--- src/rtl/hpms_pkg.sv ---
// Purpose: Shared constants and types of the host port mode select block
// Assumes: Core clock of 25 MHz, registers of 8 bits, memory data of 16 bits
// Notes: Offsets, reset values and cycle counts live here only
package hpms_pkg;
   // Strap decode values
   localparam logic [2:0] STRAP_SPI3 = 3'h4; // Three-wire serial
   localparam logic [2:0] STRAP_SPI4 = 3'h5; // Four-wire serial
   // Register indices
   localparam logic [7:0] IDX_SWRST = 8'h00; // Bit 0 asks for a core restart
   localparam logic [7:0] IDX_CFG = 8'h01; // Bit 0 picks 8 or 16 bit width
   localparam logic [7:0] IDX_MEMPORT = 8'h04; // Memory data port
   localparam int BIT_SWRST = 0; // Field position of restart request
   localparam int BIT_WIDE = 0; // Field position of width select
   localparam int NUM_REGS = 256; // Indexed register count
   localparam logic [7:0] REG_RST_VAL = 8'h00; // Value after reset
   localparam logic [15:0] DATA_RST_VAL = 16'h0000; // Data latch after reset
   localparam logic [23:0] ADDR_RST_VAL = 24'h00_0000; // Memory address after reset
   localparam logic [23:0] ADDR_STEP_NARROW = 24'h00_0001; // Bytes per 8-bit write
   localparam logic [23:0] ADDR_STEP_WIDE = 24'h00_0002; // Bytes per 16-bit write
   // Host timing figures
   localparam int CORE_CLK_HZ = 25_000_000; // Core clock rate
   localparam int HOLD_RST_CLKS = 256; // Least external reset length
   localparam int SLOW_HOST_CLKS = 5; // Cycle must exceed this without wait
   // The pin filter needs four edges to pass the straps; one spare edge is margin
   localparam logic [2:0] STRAP_SETTLE_CLKS = 3'h5; // Clocks before the strap is taken
   // Protocol mode, one-hot
   typedef enum logic [4:0] {
      HPMS_M8080 = 5'b00001,
      HPMS_M6800 = 5'b00010,
      HPMS_MSPI3 = 5'b00100,
      HPMS_MSPI4 = 5'b01000,
      HPMS_MI2C = 5'b10000
   } hpms_mode_t;
   // Access sequencer, one-hot
   typedef enum logic [2:0] {
      HPMS_IDLE = 3'b001, // Waiting for a strobe
      HPMS_HELD = 3'b010, // Strobe taken, waiting for its end
      HPMS_MEMW = 3'b100 // Memory write waiting for the store
   } hpms_state_t;
endpackage

--- src/rtl/hpms_host_port.sv ---
// Purpose: Host port front end: strap decode, pin sharing, register access
// Assumes: Serial bit framing lives in a separate engine fed from the pin map
// Notes: Parallel strobes are sampled through three flops, so a host that
//        ignores wait must keep each cycle longer than the sampling latency
// Notes on behaviour
// - Strap pins pick one of five protocols
// - Serial modes free parallel pins as GPIO
// - Low data pins carry serial lines, address
// - Config bit 0 selects 8/16 bit width
// - Active-low wait shows transfer not complete
// - One status plus 256 indexed registers
// - Write: index cycle then data cycle
// - Read: index cycle then data read
// - Image data goes to display memory
// - Select and direction decide cycle meaning
// - Memory port writes advance memory address
`timescale 1ns/1ps
module hpms_host_port (
   input wire logic clk,
   input wire logic sys_rst,
   input wire logic [2:0] host_protocol_strap,
   input wire logic [15:0] host_data_bus_in,
   output logic [15:0] host_data_bus_out,
   output logic [15:0] host_data_bus_oe_n,
   input wire logic [3:0] ctrl_pin_in,
   output logic [3:0] ctrl_pin_out,
   output logic [3:0] ctrl_pin_oe_n,
   output logic wait_n,
   input wire logic irq_n,
   output logic int_n,
   input wire logic [7:0] status_in,
   output logic [4:0] mode_onehot,
   output logic is_serial,
   output logic serial_clock,
   output logic serial_data_in,
   output logic serial_chip_select_n,
   output logic [5:0] i2c_address_strap,
   input wire logic serial_data_out,
   input wire logic serial_data_oe,
   output logic [7:0] aux_port_upper_in,
   input wire logic [7:0] aux_port_upper_out,
   input wire logic [7:0] aux_port_upper_oe,
   output logic [3:0] aux_port_ctrl_in,
   input wire logic [3:0] aux_port_ctrl_out,
   input wire logic [3:0] aux_port_ctrl_oe,
   output logic core_restart,
   input wire logic [23:0] mem_start_addr,
   output logic mem_wr_valid,
   output logic [15:0] mem_wr_data,
   output logic [23:0] mem_wr_addr,
   input wire logic mem_wr_ready
);
   // Whole block state in one record
   typedef struct packed {
      logic strap_valid; // Strap caught after reset release
      logic [2:0] settle; // Clocks since release, until the strap is taken
      hpms_pkg::hpms_mode_t mode; // Chosen protocol
      hpms_pkg::hpms_state_t st; // Access sequencer
      logic [7:0] index; // Register index from the last address cycle
      logic [hpms_pkg::NUM_REGS-1:0][7:0] regs; // Indexed registers
      logic [15:0] dout; // Read data latch
      logic [15:0] mdata; // Pending memory word
      logic [23:0] maddr; // Display memory address
      logic mvalid; // Memory write pending
      logic restart; // One-cycle core restart pulse
   } hpms_state_rec_t;

   hpms_state_rec_t cur_ff; // Registered state
   hpms_state_rec_t nxt_cur; // Next state

   logic [2:0] strap_s; // Filtered strap pins
   logic [15:0] db_s; // Filtered data pins
   logic [3:0] ctl_s; // Filtered cs, rd/en, wr/rw, select
   logic strobe; // A parallel cycle is active
   logic rd_dir; // Active cycle is a read
   logic wide; // 16-bit transfers chosen
   logic par_mode; // A parallel protocol is in use

   hpms_pin_sync #(.W(3)) u_sync_strap (
      .clk(clk), .sys_rst(sys_rst), .pin(host_protocol_strap), .q(strap_s)
   );
   hpms_pin_sync #(.W(16)) u_sync_db (
      .clk(clk), .sys_rst(sys_rst), .pin(host_data_bus_in), .q(db_s)
   );
   hpms_pin_sync #(.W(4)) u_sync_ctl (
      .clk(clk), .sys_rst(sys_rst), .pin(ctrl_pin_in), .q(ctl_s)
   );

   // Decode strap; bit 0 only matters for the serial pair
   function automatic hpms_pkg::hpms_mode_t decode_strap(input logic [2:0] s);
      case (s[2:1])
         2'b00: decode_strap = hpms_pkg::HPMS_M8080;
         2'b01: decode_strap = hpms_pkg::HPMS_M6800;
         2'b10: decode_strap = (s == hpms_pkg::STRAP_SPI4) ? hpms_pkg::HPMS_MSPI4
                                                          : hpms_pkg::HPMS_MSPI3;
         default: decode_strap = hpms_pkg::HPMS_MI2C;
      endcase
   endfunction

   // Strobe and direction per parallel flavour; ctl = {sel, wr/rw, rd/en, cs}
   always_comb begin
      par_mode = cur_ff.strap_valid && (cur_ff.mode == hpms_pkg::HPMS_M8080 ||
                                        cur_ff.mode == hpms_pkg::HPMS_M6800);
      if (cur_ff.mode == hpms_pkg::HPMS_M6800) begin
         strobe = par_mode && !ctl_s[0] && ctl_s[1];
         rd_dir = ctl_s[2];
      end else begin
         strobe = par_mode && !ctl_s[0] && (!ctl_s[1] || !ctl_s[2]);
         rd_dir = !ctl_s[1];
      end
      wide = cur_ff.regs[hpms_pkg::IDX_CFG][hpms_pkg::BIT_WIDE];
   end

   // Sequencer and register file
   always_comb begin
      nxt_cur = cur_ff;
      nxt_cur.restart = 1'b0;
      // Strap caught once, after the filter has passed the pins; taking it
      // earlier would read the cleared filter and always pick 8080
      if (!cur_ff.strap_valid) begin
         if (cur_ff.settle == hpms_pkg::STRAP_SETTLE_CLKS) begin
            nxt_cur.strap_valid = 1'b1;
            nxt_cur.mode = decode_strap(strap_s);
         end else begin
            nxt_cur.settle = cur_ff.settle + 3'h1;
         end
      end
      // Memory store finishes when the memory side takes it
      if (cur_ff.mvalid && mem_wr_ready) begin
         nxt_cur.mvalid = 1'b0;
         nxt_cur.maddr = cur_ff.maddr + (wide ? hpms_pkg::ADDR_STEP_WIDE
                                             : hpms_pkg::ADDR_STEP_NARROW);
      end
      case (cur_ff.st)
         hpms_pkg::HPMS_IDLE: begin
            if (strobe) begin
               nxt_cur.st = hpms_pkg::HPMS_HELD;
               if (!ctl_s[3] && !rd_dir) begin
                  nxt_cur.index = db_s[7:0];
                  if (db_s[7:0] == hpms_pkg::IDX_MEMPORT) begin
                     nxt_cur.maddr = mem_start_addr;
                  end
               end else if (!ctl_s[3]) begin
                  nxt_cur.dout = {8'h00, status_in};
               end else if (rd_dir) begin
                  nxt_cur.dout = {8'h00, cur_ff.regs[cur_ff.index]};
               end else if (cur_ff.index == hpms_pkg::IDX_MEMPORT) begin
                  nxt_cur.mdata = wide ? db_s : {8'h00, db_s[7:0]};
                  nxt_cur.mvalid = 1'b1;
                  nxt_cur.st = hpms_pkg::HPMS_MEMW;
               end else if (cur_ff.index == hpms_pkg::IDX_SWRST) begin
                  // Restart request pulses and reads back as zero
                  nxt_cur.restart = db_s[hpms_pkg::BIT_SWRST];
                  nxt_cur.regs[hpms_pkg::IDX_SWRST] = db_s[7:0] & 8'hFE;
               end else begin
                  nxt_cur.regs[cur_ff.index] = db_s[7:0];
               end
            end
         end
         hpms_pkg::HPMS_MEMW: begin
            // Stay until the store is taken; wait stays low meanwhile
            if (!cur_ff.mvalid || mem_wr_ready) begin
               nxt_cur.st = hpms_pkg::HPMS_HELD;
            end
         end
         hpms_pkg::HPMS_HELD: begin
            // One access per strobe; wait for its end
            if (!strobe) begin
               nxt_cur.st = hpms_pkg::HPMS_IDLE;
            end
         end
         default: begin
            nxt_cur.st = hpms_pkg::HPMS_IDLE;
         end
      endcase
   end

   // State register; only sys_rst clears it, the restart pulse leaves it alone
   always_ff @(posedge clk or posedge sys_rst) begin
      if (sys_rst) begin
         cur_ff.strap_valid <= 1'b0;
         cur_ff.settle <= 3'h0;
         cur_ff.mode <= hpms_pkg::HPMS_M8080;
         cur_ff.st <= hpms_pkg::HPMS_IDLE;
         cur_ff.index <= hpms_pkg::REG_RST_VAL;
         cur_ff.regs <= '0;
         cur_ff.dout <= hpms_pkg::DATA_RST_VAL;
         cur_ff.mdata <= hpms_pkg::DATA_RST_VAL;
         cur_ff.maddr <= hpms_pkg::ADDR_RST_VAL;
         cur_ff.mvalid <= 1'b0;
         cur_ff.restart <= 1'b0;
      end else begin
         cur_ff <= nxt_cur;
      end
   end

   // Pin sharing and outputs
   always_comb begin
      is_serial = cur_ff.strap_valid && !par_mode;
      mode_onehot = cur_ff.mode;
      int_n = irq_n;
      // Wait is low only in a memory store that is not yet taken
      wait_n = !(par_mode && cur_ff.st == hpms_pkg::HPMS_MEMW);
      core_restart = cur_ff.restart;
      mem_wr_valid = cur_ff.mvalid;
      mem_wr_data = cur_ff.mdata;
      mem_wr_addr = cur_ff.maddr;
      host_data_bus_out = cur_ff.dout;
      host_data_bus_oe_n = 16'hFFFF;
      ctrl_pin_out = aux_port_ctrl_out;
      ctrl_pin_oe_n = 4'hF;
      aux_port_upper_in = 8'h00;
      aux_port_ctrl_in = 4'h0;
      serial_clock = 1'b0;
      serial_data_in = 1'b0;
      serial_chip_select_n = 1'b1;
      i2c_address_strap = 6'h00;
      if (par_mode) begin
         // Drive the bus while a read cycle is held
         if (strobe && rd_dir && cur_ff.st == hpms_pkg::HPMS_HELD) begin
            host_data_bus_oe_n = wide ? 16'h0000 : 16'hFF00;
         end
      end else if (is_serial) begin
         host_data_bus_out = {aux_port_upper_out, 2'b00, serial_data_out, 5'h00};
         host_data_bus_oe_n[15:8] = ~aux_port_upper_oe;
         ctrl_pin_oe_n = ~aux_port_ctrl_oe;
         aux_port_upper_in = db_s[15:8];
         aux_port_ctrl_in = ctl_s;
         serial_clock = db_s[7];
         if (cur_ff.mode == hpms_pkg::HPMS_MI2C) begin
            serial_data_in = db_s[6];
            i2c_address_strap = db_s[5:0];
         end else begin
            serial_chip_select_n = db_s[4];
            serial_data_in = (cur_ff.mode == hpms_pkg::HPMS_MSPI4) ? db_s[6] : db_s[5];
            host_data_bus_oe_n[5] = !serial_data_oe;
         end
      end
   end
endmodule // hpms_host_port

--- src/rtl/hpms_pin_sync.sv ---
// Purpose: Three-stage pin synchroniser with agreement filter
// Assumes: Inputs are asynchronous to clk
// Notes: Output changes only when stages two and three agree
`timescale 1ns/1ps
module hpms_pin_sync #(
   parameter int W = 1
) (
   input wire logic clk,
   input wire logic sys_rst,
   input wire logic [W-1:0] pin,
   output logic [W-1:0] q
);
   logic [W-1:0] s1_ff; // Metastable stage, read only by s2
   logic [W-1:0] s2_ff; // Second stage
   logic [W-1:0] s3_ff; // Third stage
   // Chain and filter; a single-cycle glitch past s2 never reaches q
   always_ff @(posedge clk or posedge sys_rst) begin
      if (sys_rst) begin
         s1_ff <= '0;
         s2_ff <= '0;
         s3_ff <= '0;
         q <= '0;
      end else begin
         s1_ff <= pin;
         s2_ff <= s1_ff;
         s3_ff <= s2_ff;
         for (int i = 0; i < W; i++) begin
            if (s2_ff[i] == s3_ff[i]) begin
               q[i] <= s3_ff[i];
            end
         end
      end
   end
endmodule // hpms_pin_sync

--- config.mk ---
export PLATFORM = sky130hd
export DESIGN_NAME = hpms_host_port
export DESIGN_NICKNAME = d
export VERILOG_FILES = /design/src/rtl/hpms_pkg.sv /design/src/rtl/hpms_host_port.sv /design/src/rtl/hpms_pin_sync.sv
export SDC_FILE = /design/constraint.sdc
export NUM_CORES = 2
export LEC_CHECK = 0
export ABC_AREA = 1
export BUFFER_PORTS_ARGS = -buffer_cell sky130_fd_sc_hd__buf_4
export CORE_ASPECT_RATIO = 0.5
export CORE_UTILIZATION = 40
export DETAILED_ROUTE_END_ITERATION = 8
export MAX_ROUTING_LAYER = met4
export PLACE_DENSITY = 0.62
export SLEW_MARGIN = 10
export SYNTH_ARGS = -nofsm -noshare
export SYNTH_HDL_FRONTEND = slang
export SYNTH_SLANG_ARGS = --single-unit
--- constraint.sdc ---
create_clock -name clk -period 62.3 [get_ports clk]
set_input_delay 3.115 -clock clk [delete_from_list [all_inputs] [get_ports clk]]
set_output_delay 3.115 -clock clk [all_outputs]
set_load 0.005 [all_outputs]
==> impl_metrics.toml <==
[status]
outcome = "finished, final reports clean"

[cts]
clock_sinks = 2210
cts_buffers = 216
postCtsSetupBuffers = 0
cts_resized = 0
clock_path_buffers = 4
htree_num_levels = 4
cts_hold_buf = 0
path_clk_slew_ps = 60
cts_tree = "built"
root_buffer = "clkbuf_16"
insertion_delay_ps = 890

[sta]
min_period_ps = 7780
finalMaxSlewViolations = 0
maxSlewHeadroom_pct = 22.6
fin_setup_tns_ps = 0
max_freq_mhz = 129
clock_skew_ps = 55.6
rsz0062_at_grt = "no"
setup_viol = 0
tightestPinTransition_ps = 1160
setup_ws_ps = 54520
finalCritPeriodShare_pct = 12.5
final_hold_viol_count = 0

[grt]
grt_usage_pct = 25.7
grt_max_degree = 162
overflow = 0
grt_pass1_wl_mm = 501
grt_antenna_before_repair = 11
grt_pass1_vias = 81100

[synthesis]
synthFlopType = "dfrtp_1"
async_flop_share_pct = 100
synthesis.area_sq_um = 102000
syn_area_per_cell_sq_um = 7.58
synth.distinct_cells = 37
syn_nets = 13500
ys_seq_area_share_pct = 54.3
synth_warnings = 0
ys_ff_latch = 2210
synth-edff-count = 0
syn_inst = 13400

[die]
die_h_um = 359
fp-row-count = 130
die_w_um = 715
pin_count = 196
initial_core_util_pct = 40.4
die_area_sq_um = 257000
core-area_sq_um = 252000

[power]
power_uw = 3580
ir_drop_mv = 0.0553
p_leak_uw = 0.0542
powerDensity_nw_per_um2 = 32.1

[placed_design]
gp_congestion = 0.867
dp_hpwl_mm = 183
place_ws_ps = 53450
placedCellCount = 16100
portBuffers = 185

[detailed_routing]
drc = 0
via_per_inst = 5.28
drtIter0Drc = 9403
ant_nets = 0
num_vias = 87100
wirelength_mm = 322
drt_first_pass_iters = 6
wl_per_cell_um = 19.5

[final_layout]
stdcell_count = 16500
layout_common_cells = "6810 x nand2_1, 2206 x dfrtp_1, 1232 x o21ai_0"
final_common_cell = "nand2_1"
fillCellCount = 25500
syn2layout_area_growth_pct = 9.64
nets = 13100
post-route-util_pct = 44.3
final_layout_size_suffix_gt1_share_pct = 6.05

[critical_path]
cp_max_fo = 79
crit_path_start_kind = "input port"
required_ps = 63200
worstPathArrival_ps = 8680
crit_path_end_kind = "asynchronous set/reset pin"
critPathKind = "in2async"

[job]
drv_cap = 0

[hold_path]
hold_class = "reg2reg"
==> where the power goes <==
group          switching, uW  total (uW)  internal (uW)
Clock                    580        1350            768
Combinational            664         747           83.1
Sequential              26.8        1480           1460
Total                   1270        3580           2310
==> layout make-up <==
| type | instances | area [sq um] | area share, % |
|---|---|---|---|
| diodes | 10 | 25.0 | 0.0224 |
| clock buffers | 312 | 6340 | 5.68 |
| clock inverters | 63 | 743 | 0.666 |
| inverters | 97 | 460 | 0.413 |
| multi-input cells | 10100 | 42000 | 37.6 |
| flip-flops and latches | 2210 | 55300 | 49.6 |
| well taps | 3366 | 4210 | 3.77 |
| repair buffers | 312 | 2520 | 2.26 |
==> metrics by stage <==
stage / hold WS, ps / area (sq um)
2_1_floorplan: 331 / 102000
3_3_place_gp: 332 / 104000
3_5_place_dp: 335 / 104000
4_1_cts: 350 / 112000
5_1_grt: 355 / 112000
6_report: 347 / 112000
==> layer usage <==
| metal | vias to the layer above | wire length, um | track usage [%] |
|---|---|---|---|
| met1 | 42300 | 147000 | 36.1 |
| met2 | 2840 | 142000 | 38.7 |
| met4 | 0 | 9350 | 7.23 |
| met5 | - | 0 | - |
| met3 | 515 | 24100 | 3.92 |
| li1 | 41400 | - | - |
==> cell usage after synthesis (2+ instances only) <==
cell      number  area, sq um
o21ai_0     1232         6170
dfrtp_1     2208        55300
buf_4         64          480
nor4_1         6         37.5
nor2_2         2         12.5
inv_1         89          334
o31ai_1       10         75.1
buf_2        117          586
maj3_1        23          230
clkbuf_1     776         2910
or2_2          2         12.5
nand2_1     6826        25600
ha_1           4         50.1
buf_6         10          113
o21bai_1       8         60.1
o41ai_1        3         26.3
a22oi_1        8         60.1
a21oi_1       79          395
dfstp_2        2         52.6
nand2_2      100          626
xnor2_1        6         52.6
buf_1         29          109
nor3_1        12         60.1
nand3_1      184          921
nor2_1       637         2390
inv_2          5         18.8
o21ai_1      929         4650
nand4_1       38          238
xor2_1        17          149
clkinv_1       3         11.3
==> critical path, cell delays in order <==
cell,delay [ps]
buf_4,120
clkinvlp_4,600
buf_4,660
buf_4,620
buf_4,760
buf_4,820
buf_4,910
buf_4,760
==> cell families (layout without fill, tap and decap cells) <==
family / count (synthesis) / in the layout / synth area share (%)
fa+ha+maj: 28 / 28 / 0.295
simple gates: 7811 / 7811 / 29.4
other cells: 0 / 10 / 0
buf+inv: 1094 / 784 / 4.50
flops: 2210 / 2210 / 54.3
compound gates: 2270 / 2270 / 11.2
xor+xnor: 23 / 23 / 0.198
==> final timing paths <==
path | end | startpoint | slack, ps | cells past startpoint
setup / recovery | asynchronous set/reset pin | sys_rst | 54520 | 8
hold reg to reg | u_sync_db.s2_ff[4] | u_sync_db.s1_ff[4] | 350 | 0
max in group clk | host_data_bus_oe_n[10] | mode_onehot[0] | 55260 | 10
setup reg to reg | cur_ff[45] | cur_ff[2106] | 56500 | 19
min in group asynchronous | asynchronous set/reset pin | sys_rst | 2470 | 2
hold / removal | u_sync_db.s2_ff[4] | u_sync_db.s1_ff[4] | 350 | 0
No activity file was read; power rests on OpenSTA's default activity.
